File: config.mk
export PLATFORM = sky130hd
export DESIGN_NAME = dcs_regs
export DESIGN_NICKNAME = d
export VERILOG_FILES = /design/src/core/dcs_pkg.sv /design/src/core/dcs_regs.sv
export SDC_FILE = /design/constraint.sdc
export NUM_CORES = 1
export LEC_CHECK = 0
export BUFFER_PORTS_ARGS = -buffer_cell sky130_fd_sc_hd__buf_2
export CAP_MARGIN = 20
export CORE_ASPECT_RATIO = 1.25
export CORE_MARGIN = 2
export CORE_UTILIZATION = 28
export CTS_BUF_LIST = sky130_fd_sc_hd__clkbuf_16
export DETAILED_ROUTE_END_ITERATION = 6
export SETUP_SLACK_MARGIN = 0.02
export SLEW_MARGIN = 10
export SYNTH_ARGS = -nofsm -noshare
export SYNTH_HDL_FRONTEND = slang
export SYNTH_SLANG_ARGS = --single-unit
File: constraint.sdc
create_clock -name ref_clk_in -period 3.4 [get_ports ref_clk_in]
set_clock_uncertainty 0.15 [all_clocks]
set_input_delay 0.68 -clock ref_clk_in [delete_from_list [all_inputs] [get_ports ref_clk_in]]
set_output_delay 0.68 -clock ref_clk_in [all_outputs]
set_load 0.03 [all_outputs]
File: src/core/dcs_pkg.sv
// package for the detector command and status register bank
// assumes one 100 MHz clock shared by the whole detector core
// Functional notes
// - one bank of 16-bit serial registers
// - base address setting offsets all registers
// - offset 0 command, offsets 1-7 reserved
// - three codes: alarm test, window test, reset
// - offset 9 reads loop milliamps times 1000
// - offset 8 status: fault and alarm flags
// - status test-active, done and heartbeat bits
// - heartbeat inverts every sixteen seconds
// - request rise executes the current code
// - completion sets the done flag
// - request fall clears the done flag
// - function codes 03, 04, 06, 16 only
// - own node address or broadcast zero
// - protocol active thirty seconds after power-up
package dcs_pkg;
    // timing
    localparam longint CLK_HZ = 100_000_000;
    localparam longint HEARTBEAT_S = 16;
    localparam longint STARTUP_S = 30;
    localparam logic [31:0] HEARTBEAT_CYCLES = 32'(HEARTBEAT_S * CLK_HZ);
    localparam logic [31:0] STARTUP_CYCLES = 32'(STARTUP_S * CLK_HZ);
    // register offsets, relative to the base address
    localparam logic [15:0] OFS_COMMAND = 16'h0000;
    localparam logic [15:0] OFS_STATUS = 16'h0008;
    localparam logic [15:0] OFS_LOOP = 16'h0009;
    localparam logic [15:0] BANK_WORDS = 16'h000a;
    localparam logic [15:0] BASE_RESET = 16'h0000;
    // command register fields
    localparam int CMD_REQ_BIT = 15;
    localparam logic [1:0] CODE_NONE = 2'h0;
    localparam logic [1:0] CODE_ALARM_TEST = 2'h1;
    localparam logic [1:0] CODE_WINDOW_TEST = 2'h2;
    localparam logic [1:0] CODE_LATCH_RESET = 2'h3;
    // status register bit positions
    localparam int ST_ALARM = 13;
    localparam int ST_PREALARM = 12;
    localparam int ST_HW_FAULT = 10;
    localparam int ST_OBSCURED = 9;
    localparam int ST_DIRTY = 8;
    localparam int ST_AT_ACTIVE = 5;
    localparam int ST_OPM_ACTIVE = 4;
    localparam int ST_DONE = 1;
    localparam int ST_HEARTBEAT = 0;
    // serial function and exception codes
    localparam logic [7:0] FC_READ_HOLD = 8'h03;
    localparam logic [7:0] FC_READ_INPUT = 8'h04;
    localparam logic [7:0] FC_WRITE_ONE = 8'h06;
    localparam logic [7:0] FC_WRITE_MANY = 8'h10;
    localparam logic [7:0] EXC_NONE = 8'h00;
    localparam logic [7:0] EXC_FUNCTION = 8'h01;
    localparam logic [7:0] EXC_ADDRESS = 8'h02;
    localparam logic [7:0] NODE_BROADCAST = 8'h00;
    localparam logic [7:0] NODE_MAX = 8'hf7;
    // one register access from the frame handler
    typedef struct packed {
        logic valid;
        logic [7:0] node;
        logic [7:0] func;
        logic [15:0] addr;
        logic [15:0] wdata;
    } dcs_req_t;
    // answer to one register access
    typedef struct packed {
        logic valid;
        logic [7:0] exc;
        logic [15:0] rdata;
    } dcs_rsp_t;
    // detector condition flags
    typedef struct packed {
        logic alarm;
        logic prealarm;
        logic hw_fault;
        logic obscured;
        logic dirty;
        logic alarm_test_active;
        logic window_test_active;
    } dcs_cond_t;
    // handshake states
    typedef enum logic [1:0] {
        DCS_IDLE = 2'b00,
        DCS_BUSY = 2'b01,
        DCS_DONE = 2'b10
    } dcs_state_t;
endpackage

File: src/core/dcs_regs.sv
// register bank of the detector as seen over the serial slave
// assumes a frame handler that splits frames into one access per word
// and detector logic on the same clock for conditions and acknowledges
`timescale 1ns/100ps
module dcs_regs #(
    parameter logic [31:0] HEARTBEAT_CYCLES = dcs_pkg::HEARTBEAT_CYCLES,
    parameter logic [31:0] STARTUP_CYCLES = dcs_pkg::STARTUP_CYCLES
) (
    input wire logic ref_clk_in,
    input wire logic rst_n_in,
    input wire logic [7:0] node_addr_in,
    input wire logic [15:0] base_addr_in,
    input wire dcs_pkg::dcs_req_t req_in,
    input wire dcs_pkg::dcs_cond_t cond_in,
    input wire logic [15:0] loop_level_in,
    input wire logic cmd_ack_in,
    output dcs_pkg::dcs_rsp_t rsp_out,
    output logic alarm_self_test_out,
    output logic optical_path_monitor_out,
    output logic latch_clear_out,
    output logic protocol_active_out
);
    logic rst_n_meta;
    logic rst_n;
    logic [31:0] start_cnt;
    logic active;
    logic [31:0] hb_cnt;
    logic hb_tick;
    logic heartbeat;
    logic cmd_req;
    logic [1:0] cmd_code;
    logic req_prev;
    logic done;
    dcs_pkg::dcs_state_t state;
    dcs_pkg::dcs_state_t next_state;
    dcs_pkg::dcs_rsp_t next_rsp;
    logic next_at;
    logic next_opm;
    logic next_clr;

    // byte wide equality used by the addressing checks
    function automatic logic same_byte(input logic [7:0] a,
                                       input logic [7:0] b);
        same_byte = (a == b);
    endfunction

    // reset release through two flip-flops
    always_ff @(posedge ref_clk_in or negedge rst_n_in) begin
        if (!rst_n_in) begin
            rst_n_meta <= 1'b0;
            rst_n <= 1'b0;
        end else begin
            rst_n_meta <= 1'b1;
            rst_n <= rst_n_meta;
        end
    end

    // power-up hold-off before the serial side answers
    always_ff @(posedge ref_clk_in or negedge rst_n) begin
        if (!rst_n) begin
            start_cnt <= 32'h0000_0000;
            active <= 1'b0;
        end else if (!active) begin
            start_cnt <= start_cnt + 32'h0000_0001;
            active <= (start_cnt >= STARTUP_CYCLES - 32'h0000_0001);
        end
    end

    // heartbeat divider gives one enable per interval
    assign hb_tick = (hb_cnt == HEARTBEAT_CYCLES - 32'h0000_0001);

    always_ff @(posedge ref_clk_in or negedge rst_n) begin
        if (!rst_n) begin
            hb_cnt <= 32'h0000_0000;
            heartbeat <= 1'b0;
        end else begin
            hb_cnt <= hb_tick ? 32'h0000_0000 : hb_cnt + 32'h0000_0001;
            if (hb_tick) begin
                heartbeat <= ~heartbeat;
            end
        end
    end

    // request decode
    logic broadcast;
    logic for_us;
    logic is_read;
    logic is_write;
    logic fc_ok;
    logic [15:0] index;
    logic in_bank;
    logic take;
    logic wr_cmd;

    assign broadcast = same_byte(req_in.node, dcs_pkg::NODE_BROADCAST);
    assign for_us = broadcast
        || (same_byte(req_in.node, node_addr_in)
            && (node_addr_in <= dcs_pkg::NODE_MAX));
    assign is_read = same_byte(req_in.func, dcs_pkg::FC_READ_HOLD)
        || same_byte(req_in.func, dcs_pkg::FC_READ_INPUT);
    assign is_write = same_byte(req_in.func, dcs_pkg::FC_WRITE_ONE)
        || same_byte(req_in.func, dcs_pkg::FC_WRITE_MANY);
    assign fc_ok = is_read || is_write;
    assign index = req_in.addr - base_addr_in;
    assign in_bank = (index < dcs_pkg::BANK_WORDS);
    // only the registered flag opens the bus, so the master never sees
    // an answer in the cycle before protocol_active_out rises
    assign take = req_in.valid && protocol_active_out && for_us;
    assign wr_cmd = take && is_write && in_bank
        && (index == dcs_pkg::OFS_COMMAND);

    // read data assembly
    logic [15:0] cmd_word;
    logic [15:0] status_word;
    logic [15:0] read_word;

    always_comb begin
        cmd_word = 16'h0000;
        cmd_word[dcs_pkg::CMD_REQ_BIT] = cmd_req;
        cmd_word[1:0] = cmd_code;
    end

    always_comb begin
        status_word = 16'h0000;
        status_word[dcs_pkg::ST_ALARM] = cond_in.alarm;
        status_word[dcs_pkg::ST_PREALARM] = cond_in.prealarm;
        status_word[dcs_pkg::ST_HW_FAULT] = cond_in.hw_fault;
        status_word[dcs_pkg::ST_OBSCURED] = cond_in.obscured;
        status_word[dcs_pkg::ST_DIRTY] = cond_in.dirty;
        status_word[dcs_pkg::ST_AT_ACTIVE] = cond_in.alarm_test_active;
        status_word[dcs_pkg::ST_OPM_ACTIVE] = cond_in.window_test_active;
        status_word[dcs_pkg::ST_DONE] = done;
        status_word[dcs_pkg::ST_HEARTBEAT] = heartbeat;
    end

    // reserved offsets read as zero
    assign read_word = (index == dcs_pkg::OFS_COMMAND) ? cmd_word
        : (index == dcs_pkg::OFS_STATUS) ? status_word
        : (index == dcs_pkg::OFS_LOOP) ? loop_level_in
        : 16'h0000;

    // answer: broadcasts are carried out but never answered
    always_comb begin
        next_rsp = '0;
        next_rsp.valid = take && !broadcast;
        if (!fc_ok) begin
            next_rsp.exc = dcs_pkg::EXC_FUNCTION;
        end else if (!in_bank) begin
            next_rsp.exc = dcs_pkg::EXC_ADDRESS;
        end else if (is_read) begin
            next_rsp.rdata = read_word;
        end else begin
            next_rsp.rdata = req_in.wdata; // write echo
        end
    end

    always_ff @(posedge ref_clk_in or negedge rst_n) begin
        if (!rst_n) begin
            rsp_out <= '0;
            protocol_active_out <= 1'b0;
        end else begin
            rsp_out <= next_rsp;
            protocol_active_out <= active;
        end
    end

    // command register; writes to other offsets have no effect
    always_ff @(posedge ref_clk_in or negedge rst_n) begin
        if (!rst_n) begin
            cmd_req <= 1'b0;
            cmd_code <= dcs_pkg::CODE_NONE;
        end else if (wr_cmd) begin
            cmd_req <= req_in.wdata[dcs_pkg::CMD_REQ_BIT];
            cmd_code <= req_in.wdata[1:0];
        end
    end

    // request edges
    logic req_rise;
    logic req_fall;

    assign req_rise = cmd_req && !req_prev;
    assign req_fall = !cmd_req && req_prev;

    // handshake sequencing
    always_comb begin
        next_state = state;
        next_at = 1'b0;
        next_opm = 1'b0;
        next_clr = 1'b0;
        case (state)
            dcs_pkg::DCS_IDLE: begin
                if (req_rise) begin
                    next_at = (cmd_code == dcs_pkg::CODE_ALARM_TEST);
                    next_opm = (cmd_code == dcs_pkg::CODE_WINDOW_TEST);
                    next_clr = (cmd_code == dcs_pkg::CODE_LATCH_RESET);
                    next_state = (cmd_code == dcs_pkg::CODE_NONE)
                        ? dcs_pkg::DCS_DONE : dcs_pkg::DCS_BUSY;
                end
            end
            dcs_pkg::DCS_BUSY: begin
                if (cmd_ack_in) begin
                    next_state = dcs_pkg::DCS_DONE;
                end
            end
            dcs_pkg::DCS_DONE: begin
                if (!cmd_req) begin
                    next_state = dcs_pkg::DCS_IDLE;
                end
            end
            default: begin
                next_state = dcs_pkg::DCS_IDLE;
            end
        endcase
    end

    always_ff @(posedge ref_clk_in or negedge rst_n) begin
        if (!rst_n) begin
            state <= dcs_pkg::DCS_IDLE;
            req_prev <= 1'b0;
            alarm_self_test_out <= 1'b0;
            optical_path_monitor_out <= 1'b0;
            latch_clear_out <= 1'b0;
        end else begin
            state <= next_state;
            req_prev <= cmd_req;
            alarm_self_test_out <= next_at;
            optical_path_monitor_out <= next_opm;
            latch_clear_out <= next_clr;
        end
    end

    // done flag: a completion in the same cycle as the fall still sets
    always_ff @(posedge ref_clk_in or negedge rst_n) begin
        if (!rst_n) begin
            done <= 1'b0;
        end else if (next_state == dcs_pkg::DCS_DONE
                     && state != dcs_pkg::DCS_DONE) begin
            done <= 1'b1;
        end else if (req_fall || state == dcs_pkg::DCS_IDLE) begin
            done <= 1'b0;
        end
    end
endmodule

# After elaboration in Yosys (flattened, before gate mapping)
# Cells that the tools add are included.
[classes] bitwise=1 n_reduce_logical=23 eq_ne=15 order_cmp=3 n_mux=23 add_sub_neg=3
[ops] operator="$mux 16" n=6
[ops] operator="$add 32x1->32 const B" n=2
[ops] operator="$eq 16x4->1 const B" n=2
[ops] operator="$eq 32x31->1 const B" n=1
[ops] operator="$ge 32x32->1 const B" n=1
[ops] operator="$mux 32" n=1
[ops] operator="$eq 8x3->1 const B" n=2
[ops] operator="$logic_not 16->1" n=1
[ops] operator="$lt 16x4->1 const B" n=1
[ops] operator="$sub 16x16->16" n=1
[ops] operator="$logic_and 1x1->1" n=10
[ops] operator="$mux 2" n=5
[ops] operator="$mux 1" n=9
[ops] operator="$eq 2x2->1 const B" n=4
[ops] operator="$eq 8x2->1 const B" n=1
[ops] operator="$eq 8x5->1 const B" n=1
[ops] operator="$eq 8x8->1" n=1
[ops] operator="$le 8x8->1 const B" n=1
[ops] operator="$logic_not 8->1" n=1
[ops] operator="$mux 8" n=1
[ops] operator="$pmux 2 s3" n=1
[ops] operator="$logic_or 1x1->1" n=5
[ops] operator="$eq 2x1->1 const B" n=2
[ops] operator="$logic_not 2->1" n=2
[ops] operator="4 further kinds" n=6
[word_totals] inputBits=99 output_inout_bits=29 word_cells=86 register_bits=104

# Depth between registers and ports, before layout
# Gate-level depths: netlist of the first run.
[depth] word_depth=8 depth_mapped=12 ltp_nobuf=11

# Least setup slack after synthesis of the first run
# OpenSTA, ideal clock, no wires.
[synth_timing] path_type="input port to flip-flop" from="input port req_in[16] (netlist bit)" to="register cmd_code[0]" path_slack_ns=0.009 required_ns=3.125 t_arrival_ns=3.116 n_path_buf=0 path_stages=11 setup_ns=0.125 path_cell_list="inv_1 -> ha_1 -> fa_1 -> nor2b_4 -> o31ai_2 -> a21boi_1 -> o41ai_2 -> xnor2_1 -> or4_4 -> nor4_4 -> mux2_4"
[synth_between] elab_chain_cells=4 elab_cells_between_ends=5 cone_classes="add/sub: 1; order compare: 1; reduce/logical: 3"
[synth_rtl] item="start: declaration" line_no="dcs_regs.sv:13" rtl="input wire dcs_pkg::dcs_req_t req_in,"
[synth_rtl] item="$sub 16x16->16 (*)" line_no="dcs_regs.sv:104" rtl="assign index = req_in.addr - base_addr_in;"
[synth_rtl] item="$lt 16x4->1" line_no="dcs_regs.sv:105" rtl="assign in_bank = (index < dcs_pkg::BANK_WORDS);"
[synth_rtl] item="$logic_and 1x1->1" line_no="dcs_regs.sv:109" rtl="assign wr_cmd = take && is_write && in_bank"
[synth_rtl] item="$logic_and 1x1->1 (*)" line_no="dcs_regs.sv:110" rtl="&& (index == dcs_pkg::OFS_COMMAND);"
[synth_rtl] item="end signal: assignment" line_no="dcs_regs.sv:171" rtl="cmd_code <= dcs_pkg::CODE_NONE;"
[synth_rtl] item="end signal: assignment" line_no="dcs_regs.sv:174" rtl="cmd_code <= req_in.wdata[1:0];"
[synth_rtl] item="end: declaration" line_no="dcs_regs.sv:31" rtl="logic [1:0] cmd_code;"
# Every way passes the cells marked *; elsewhere a longest branch is shown, timed or not.
# A chain may end at the register's enable or synchronous reset.

==> results of run 1 <==
==> cell usage after synthesis (9+ instances only) <==
master	n
and3_1	10
nand3_1	32
xor2_1	31
a2111oi_0	11
clkbuf_1	14
dfrtp_1	98
xnor2_1	40
a21oi_1	20
mux2_2	11
inv_1	29
nor2_1	52
nor2b_1	12
nor3_1	9
nand2_1	64
o21ai_0	11
nand4_1	30
ha_1	17
==> metrics by stage <==
step / setup slack, ns / hold slack [ns] / power [mW] / util (%)
floorplan: 0.08074 / 0.1812 / 1.451 / -
global placement: -0.1643 / 0.1876 / 1.638 / 34.19
detailed placement: -0.2553 / 0.1865 / 1.638 / 34.24
CTS: 0.1048 / 0.1974 / 2.595 / 35.67
global route: -0.09066 / 0.2086 / 2.700 / 35.82
finish: 0.03001 / 0.1620 / 2.582 / 35.82
==> layout make-up <==
type,instances,area [µm²],area share (%)
clock buffer,9,225.2,3.117
clock inverter,7,52.55,0.7273
inverter,29,108.9,1.506
multi-input combinational,465,3141,43.46
sequential,98,2456,33.99
tap,270,337.8,4.675
timing repair buffer,160,904.6,12.52
==> cell usage in the layout, fill, tap and decap left out, types with 3 or more instances in the layout <==
cell and count:
mux2i_1 3, a21oi_1 20, and2_1 6, mux2_2 11
nand4b_1 3, conb_1 7, nor3_1 8, a2111oi_0 6
a2111oi_1 11, nand3_1 32, nor4_1 4, nand2_1 64
and4_1 7, mux2_4 3, nor2b_1 12, o21ai_0 11
dfrtp_1 97, inv_1 30, nand4_1 30, or3_1 3
o21a_1 7, xor2_1 31, ha_1 17, buf_4 37
nor2_1 52, nor4b_1 4, nor3b_1 8, a211oi_1 3
and3_1 10, clkbuf_16 9, a21o_1 4, o21ai_1 4
buf_2 121, xnor2_1 40, nand2b_1 4, o211ai_1 3
==> worst max-delay path, stage by stage <==
cell and delay [ns]:
buf_2 0.10, ha_1 0.21, fa_1 0.43, nor2b_4 0.19, o21a_1 0.16, mux2_2 0.33
o211ai_1 0.14, o2111ai_1 0.16, nor3b_1 0.26, nand4b_1 0.13, buf_4 0.21, a2111oi_0 0.41
==> sequential cells by signal (all words and copies together) (netlist names), 2 cells and up <==
register and cells:
cmd_code 2, hb_cnt 32, state 2, rsp_out 19
start_cnt 32
==> power groups by stage <==
stage	sequential, mW	combinational [mW]	clock (mW)
4_1_cts	1.18	0.441	0.977
2_1_floorplan	1.21	0.245	0
3_3_place_gp	1.20	0.438	0
6_report	1.18	0.451	0.954
3_5_place_dp	1.20	0.438	0
5_1_grt	1.18	0.496	1.03
==> worst paths after layout <==
check / endpoint / slack (ns) / cells past startpoint / start
worst max-delay path: rsp_out[15] / 0.03 / 12 / base_addr_in[0]
worst min-delay path: hb_cnt[24] / 0.16 / 0 / rst_n
worst max register to register: hb_cnt[27] / 0.66 / 8 / hb_cnt[2]
worst min register to register: hb_cnt[24] / 0.16 / 0 / rst_n
max in group asynchronous: rsp_out[4] / 2.15 / 1 / rst_n
min in group ref_clk_in: rst_n / 0.20 / 0 / rst_n_meta
==> cells by family after synthesis <==
family          count (synthesis)
fa+ha+maj                      18
compound gates                 91
other cells                     2
flops                          98
buf+inv                        53
simple gates                  261
xor+xnor                       71
mux                            17
==> metal layers <==
layer	vias up	global-route usage (%)	routed length (µm)
li1	2468	-	-
met1	2345	16.76	6533
met2	126	23.88	7307
met3	19	2.824	761
met4	0	4.350	245
met5	-	0	0
==> timing repair <==
| item | in CTS | in global routing |
|---|---|---|
| endpoints found under the hold margin | 2 | 0 |
| hold buffers | 1 | 0 |
| gates resized for setup | 0 | 6 |
| setup endpoints to repair | 0 | 15 |
| buffers inserted | 0 | 1 |
==> out/metrics.cfg, run 1 <==
[routing]
ant_nets = 0
drtIter0Drc = 251
drcViolationCount = 0
wl_um = 14850
vias = 4958
drtPass1Iterations = 4
wire_per_inst_um = 14.30
viasPerCell = 4.776

[layout]
fin_area_mm2 = 0.007226
fin_nets = 880
num_antenna_cells = 0
areaGrowthSynthToFinish_pct = 25.16
nFillCells = 2130
drive_gt1_share_pct = 25.78
fin_cells = 1038

[critical_path]
required_ns = 3.45
end_kind = flip-flop
critPathKind = in -> reg
cp_max_fo = 16
setup.worst_path.start_class = input pin
arrival_ns = 3.42

[synthesis]
avgSynthCellArea_um2 = 9.449
synthSimpleGateAreaFrac_pct = 23.99
synth_top_family_by_area = simple AND/OR/NAND/NOR gates
synth_fa_ha_area_share_pct = 4.031
synth.distinct_cells = 64
synth.largest_area_cell = dfrtp_1
netlist_instances = 611
synth_area_leaders = dfrtp_1 (42%), xnor2_1 (6.1%), xor2_1 (4.7%)
synth_top_area_share_pct = 42.48
async_reset_ff_share_pct = 100.0
synth_seq_cells = 98
synth-seq-area-share_pct = 42.48
synth-xor-area-share_pct = 10.77
ys_warn_count = 0
synth_mux_area_share_pct = 3.446
yosys_most_used_dff = dfrtp_1
syn_area_mm2 = 0.005773
synth-edff-count = 0
synth-compound-area-share_pct = 11.23

[clock_network]
root_buffer = clkbuf_16
cts_num_sinks = 98
cts_max_path_buffers = 2
insertion_delay_ns = 0.34
h-tree-depth = 3
numCtsBuffers = 9
clkTransAtPathRegs_ns = 0.07
cts_tree = built

[timing]
report.final.slew_viol_count = 0
worst_pin_slew_ns = 0.7715
setup_tns_ns = 0
setup_viol = 0
finalHoldViolCount = 0
post-route-period-util_pct = 99.12
grt_setup_unrepaired = true
min_period_ns = 3.370
maxSlewHeadroom_pct = 48.46
fmax_mhz = 296.7

[pwr]
p_sw_share_pct = 27.46
p_leak_nw = 3.490
p_int_mw = 1.873
powerDensity_mw_per_mm2 = 357.3
pwr-share-comb_pct = 17.5
peakVddDrop_mv = 0.2160
p_seq_share_pct = 45.6
clkPwrFrac_pct = 36.9
switching_power_uw = 708.9

[die]
fp.coreArea_mm2 = 0.02017
pin_count = 128
die_h_um = 164.5
row_count = 58
fp.dieW_um = 132.4
initial_core_util_pct = 28.62
die_area_mm2 = 0.02179

[placement]
dpl_cell_area_mm2 = 0.006908
io_buffers = 121
gp_congestion = 0.9353
placed_cells = 1020
dp_hpwl_um = 11780

[global_route]
grt_overflow_total = 0
grt_pass1_vias = 4946
grt_max_degree = 44
grt_first_pass_wirelength_um = 23830
grt_use_total_pct = 13.61
antenna_found_initial = 0

[flow_run]
cap_violations = 0

[run_status]
outcome = complete, no violations

[worst_hold_path]
hold_path.class = reg -> async

Note: power is estimated with default switching activity, not from simulation.
==> run 2: changes to the inputs <==
- BUFFER_PORTS_ARGS: -buffer_cell sky130_fd_sc_hd__buf_2 -> -buffer_cell sky130_fd_sc_hd__buf_4
- PLACE_DENSITY: unset -> 0.58
==> out/metrics.cfg, run 2 (synthesized netlist as in run 1, its figures left out) <==
[layout]
fin_area_mm2 = 0.007521  ; +4.1%
reg_top3 = hb_cnt (32), start_cnt (32), rsp_out (19)
areaGrowthSynthToFinish_pct = 30.28
fin_nets = 870  ; -1.1%
fin_cells = 1026  ; -1.2%
num_antenna_cells = 0  ; unchanged
final_util_pct = 37.28  ; +1.5 points
drive_gt1_share_pct = 26.59  ; +0.81 points
final_common_cell = buf_4
layout_common_cells = buf_4 (149), dfrtp_1 (97), nand2_1 (64)

[critical_path]
slowest_stage = a2111oi_0
required_ns = 3.45  ; about the same
crit_buf_inv = 2  ; unchanged
critPathKind = in -> reg
cp_max_fo = 16  ; unchanged
critPathMostFrequentCell = buf_4
cpPeakStageDelay_ns = 0.38  ; -0.05 ns
cp_top_family = compound AO/OA/AOI/OAI gates
arrival_ns = 3.27  ; -0.15 ns
setup.worst_path.start_class = input pin
end_kind = flip-flop
crit_path_cell_trace = buf_4 -> ha_1 -> fa_2 -> nor2b_4 -> o21a_1 -> mux2_2 -> o211ai_1 -> o2111ai_2 -> nor3b_2 -> nand4b_1 -> buf_4 -> a2111oi_0

[flow_run]
cap_violations = 0  ; unchanged

[worst_hold_path]
hold_path.class = reg -> reg

[timing]
maxSlewHeadroom_pct = 51.76  ; +3.3 points
grt_setup_unrepaired = true
setup_viol = 0  ; unchanged
fmax_mhz = 310.5  ; +4.6%
min_period_ns = 3.220  ; -0.1497 ns
report.final.slew_viol_count = 0  ; unchanged
finalHoldViolCount = 0  ; unchanged
worst_pin_slew_ns = 0.7237  ; -0.04782 ns
post-route-period-util_pct = 94.71  ; -4.4 points
setup_tns_ns = 0  ; unchanged
hold_slack_ns = 0.2073  ; +0.04529 ns
timing.final.ws_setup_ns = 0.1797  ; +0.1497 ns

[die]
die_h_um = 164.5  ; unchanged
fp.dieW_um = 132.4  ; unchanged
fp.coreArea_mm2 = 0.02017  ; unchanged
pin_count = 128  ; unchanged
row_count = 58  ; unchanged
die_area_mm2 = 0.02179  ; unchanged
initial_core_util_pct = 28.62  ; unchanged

[routing]
drtIter0Drc = 189  ; -25%
drtPass1Iterations = 4  ; unchanged
viasPerCell = 4.723  ; -1.1%
vias = 4846  ; -2.3%
wl_um = 14890  ; +0.27%
ant_nets = 0  ; unchanged
wire_per_inst_um = 14.51  ; +1.4%
drcViolationCount = 0  ; unchanged

[placement]
io_buffers = 121  ; unchanged
dpl_cell_area_mm2 = 0.007147  ; +3.5%
gp_congestion = 0.8784  ; -6.1%
dp_slack_ns = -0.3113  ; -0.05596 ns
placed_cells = 1011  ; -0.88%
dp_hpwl_um = 11760  ; -0.14%

[clock_network]
insertion_delay_ns = 0.34  ; about the same
root_buffer = clkbuf_16
cts_setup_buffers = 0  ; unchanged
numCtsBuffers = 9  ; unchanged
clkTransAtPathRegs_ns = 0.07  ; about the same
cts_num_sinks = 98  ; unchanged
cts_max_path_buffers = 2  ; unchanged
h-tree-depth = 3  ; unchanged
cts_tree = built

[global_route]
grt_use_total_pct = 13.82  ; +0.21 points
grt_max_degree = 55  ; +25%
grt_first_pass_wirelength_um = 24180  ; +1.4%
antenna_found_initial = 0  ; unchanged
grt_overflow_total = 0  ; unchanged
grt_pass1_vias = 4802  ; -2.9%

[run_status]
outcome = complete, no violations

[pwr]
power.total_mw = 2.628  ; +1.8%
powerDensity_mw_per_mm2 = 349.4  ; -2.2%
peakVddDrop_mv = 0.2249  ; +4.1%
p_leak_nw = 3.525  ; +1.0%

run 2: cell types whose count changed in the layout (fill, tap and decap cells not counted), moves of 2 or more:
cell	change
a2111oi_1	-7
a2111oi_0	-4
a2111oi_2	+11
buf_4	+112
buf_2	-121
inv_6	-2
run 2: per-layer routing:
metal  global-route usage [%]  wire length [µm]  vias up
li1                         -                 -     2436
met5                        0                 0        -
met1                    17.83              6790     2305
met3                    3.192               657       10
met4                    3.666               162        0
met2                    23.34              7277       95
run 2: cell type report:
class                   instances  area [µm²]
multi-input cells             465        3206
clock buffers                   9       225.2
clock inverters                 5       58.81
well taps                     270       337.8
flip-flops and latches         98        2456
repair buffers                150        1129
fillers                      2125       12650
inverters                      29       108.9
run 2: what timing repair did:
action	4_1_cts	5_1_grt
hold buffers	1	0
endpoints found under the hold margin	2	0
endpoints found under the setup margin	0	19
resized for setup	0	23
run 2: final timing paths:
check / from / endpoint / slack, ns / cells past startpoint
worst max-delay path: base_addr_in[0] / rsp_out[3] / 0.18 / 12
worst min-delay path: rst_n_meta / rst_n / 0.21 / 0
worst max register to register: hb_cnt[2] / hb_cnt[27] / 0.67 / 8
worst min register to register: rst_n_meta / rst_n / 0.21 / 0
max in group asynchronous: rst_n / hb_cnt[3] / 2.09 / 1
min in group asynchronous: rst_n / rsp_out[9] / 0.22 / 0
run 2: worst reg2reg max path: cells and delay by family, from the launching register on:
kind | cells | cell delay, ns
flops | 1 | 0.40
simple gates | 7 | 1.99
compound gates | 1 | 0.14
run 2: power breakdown:
| part | switching, mW | total [mW] | leakage [nW] | internal (mW) |
|---|---|---|---|---|
| registers | 0.0125 | 1.18 | 1.34 | 1.17 |
| clock network | 0.419 | 0.981 | 0.139 | 0.562 |
| logic | 0.247 | 0.467 | 2.05 | 0.220 |
| total | 0.678 | 2.63 | 3.53 | 1.95 |
==> run 3: changes to the inputs <==
- CORE_MARGIN: 2 -> unset
==> out/metrics.cfg, run 3 (synthesized netlist as in run 1, its figures left out) <==
[run_status]
outcome = complete, no violations

[layout]
final_common_cell = buf_4
fin_area_mm2 = 0.007531  ; +0.13%
nFillCells = 2109  ; -0.75%
fin_nets = 875  ; +0.57%
fin_cells = 1031  ; +0.49%
num_antenna_cells = 0  ; unchanged
register_area_mm2 = 0.002456  ; unchanged
areaGrowthSynthToFinish_pct = 30.45
reg_top3 = hb_cnt (32), start_cnt (32), rsp_out (19)
multi_input_area_mm2 = 0.003157  ; -1.5%
layout_common_cells = buf_4 (152), dfrtp_1 (97), nand2_1 (64)
drive_gt1_share_pct = 25.89  ; -0.70 points

[clock_network]
numCtsBuffers = 9  ; unchanged
cts_max_path_buffers = 2  ; unchanged
cts_tree = built
insertion_delay_ns = 0.34  ; about the same
root_buffer = clkbuf_16
h-tree-depth = 3  ; unchanged
clkTransAtPathRegs_ns = 0.06  ; about the same
cts_num_sinks = 98  ; unchanged

[critical_path]
crit_buf_inv = 2  ; unchanged
arrival_ns = 3.35  ; +0.08 ns
cpPeakStageDelay_ns = 0.41  ; +0.03 ns
slowest_stage = fa_2
critPathMostFrequentCell = buf_4
crit_path_cell_trace = buf_4 -> ha_4 -> fa_2 -> nor2b_4 -> o21a_1 -> mux2_2 -> o211ai_1 -> o2111ai_1 -> nor3b_1 -> nand4b_1 -> buf_4 -> a2111oi_0
required_ns = 3.44  ; about the same
cp_max_fo = 16  ; unchanged
critPathKind = in -> reg
cp_top_family = compound AO/OA/AOI/OAI gates
setup.worst_path.start_class = input pin
regToRegSetupSlack_ns = 0.62  ; -0.05 ns
end_kind = flip-flop

[routing]
viasPerCell = 4.735  ; +0.25%
drtPass1Iterations = 4  ; unchanged
wl_um = 14650  ; -1.6%
drcViolationCount = 0  ; unchanged
wire_per_inst_um = 14.21  ; -2.0%
vias = 4882  ; +0.74%
drtIter0Drc = 268  ; +42%
ant_nets = 0  ; unchanged

[flow_run]
cap_violations = 0  ; unchanged

[placement]
dpl_cell_area_mm2 = 0.007187  ; +0.56%
placed_cells = 1014  ; +0.30%
io_buffers = 121  ; unchanged
dp_hpwl_um = 11380  ; -3.3%
gp_congestion = 0.9245  ; +5.2%

[timing]
finalHoldViolCount = 0  ; unchanged
fmax_mhz = 302.9  ; -2.5%
report.final.slew_viol_count = 0  ; unchanged
hold_slack_ns = 0.1978  ; -0.009536 ns
worst_pin_slew_ns = 0.6725  ; -0.05115 ns
grt_setup_unrepaired = true
post-route-period-util_pct = 97.12  ; +2.4 points
setup_viol = 0  ; unchanged
min_period_ns = 3.302  ; +0.08163 ns
maxSlewHeadroom_pct = 54.82  ; +3.1 points

[global_route]
grt_pass1_vias = 4826  ; +0.50%
antenna_found_initial = 0  ; unchanged
grt_use_total_pct = 14.46  ; +0.64 points
grt_overflow_total = 0  ; unchanged
grt_max_degree = 97  ; +76%
grt_first_pass_wirelength_um = 23830  ; -1.5%

[die]
die_h_um = 162.5  ; -1.2%
initial_core_util_pct = 28.62  ; unchanged
row_count = 58  ; unchanged
fp.coreArea_mm2 = 0.02017  ; unchanged
pin_count = 128  ; unchanged
fp.dieW_um = 130.4  ; -1.5%
die_area_mm2 = 0.02120  ; -2.7%

[pwr]
peakVddDrop_mv = 0.2099  ; -6.7%
p_leak_nw = 3.553  ; +0.78%
powerDensity_mw_per_mm2 = 349.2  ; about the same

[worst_hold_path]
hold_path.class = reg -> async

run 3: cell count changes in the layout (fill, tap and decap cells not counted), sizes merged:
cell  delta
buf      +5
run 3: stage by stage:
| step | TNS (ns) | util [%] | worst slack, ns | total power, mW |
|---|---|---|---|---|
| floorplan | 0 | - | 0.08074 | 1.451 |
| global placement | -2.469 | 35.62 | -0.2011 | 1.667 |
| detailed placement | -3.704 | 35.62 | -0.2592 | 1.664 |
| CTS | 0 | 37.06 | 0.06660 | 2.654 |
| global route | -0.01493 | 37.33 | -0.007576 | 2.755 |
| finish | 0 | 37.33 | 0.09808 | 2.630 |
run 3: path summary, 6_finish.rpt:
kind | start | end | cells after the start
min in group ref_clk_in | rst_n_meta | rst_n | 0
max | base_addr_in[0] | rsp_out[4] | 12
max reg2reg | hb_cnt[2] | hb_cnt[27] | 8
max in group asynchronous | rst_n_in | rst_n | 2
min | rst_n | rsp_out[16] | 1
min reg2reg | rst_n | rsp_out[16] | 1
run 3: layout make-up:
cell class / instances / area share (%)
inverter: 29 / 1.445
timing repair buffer: 155 / 15.82
sequential: 98 / 32.61
multi-input combinational: 465 / 41.92
clock inverter: 5 / 0.7310
clock buffer: 9 / 2.991
tap: 270 / 4.486
run 3: where the power goes:
group | switching, mW | internal, mW | total, mW
clock network | 0.413 | 0.560 | 0.974
registers | 0.000697 | 1.17 | 1.17
logic | 0.253 | 0.235 | 0.488
run 3: metal layers:
layer	share of wire (%)	track usage [%]	up-vias	wire, µm
met5	0	0	-	0
met1	46	18.74	2283	6720
li1	-	-	2453	-
met3	5.0	2.989	20	735
met4	1.9	5.747	0	284
met2	47	23.38	126	6913
run 3: what timing repair did:
item / CTS / global route
resized for setup: 0 / 10
endpoints found under the hold margin: 2 / 0
setup buffers: 0 / 1
hold buffers: 1 / 0
endpoints found under the setup margin: 0 / 10
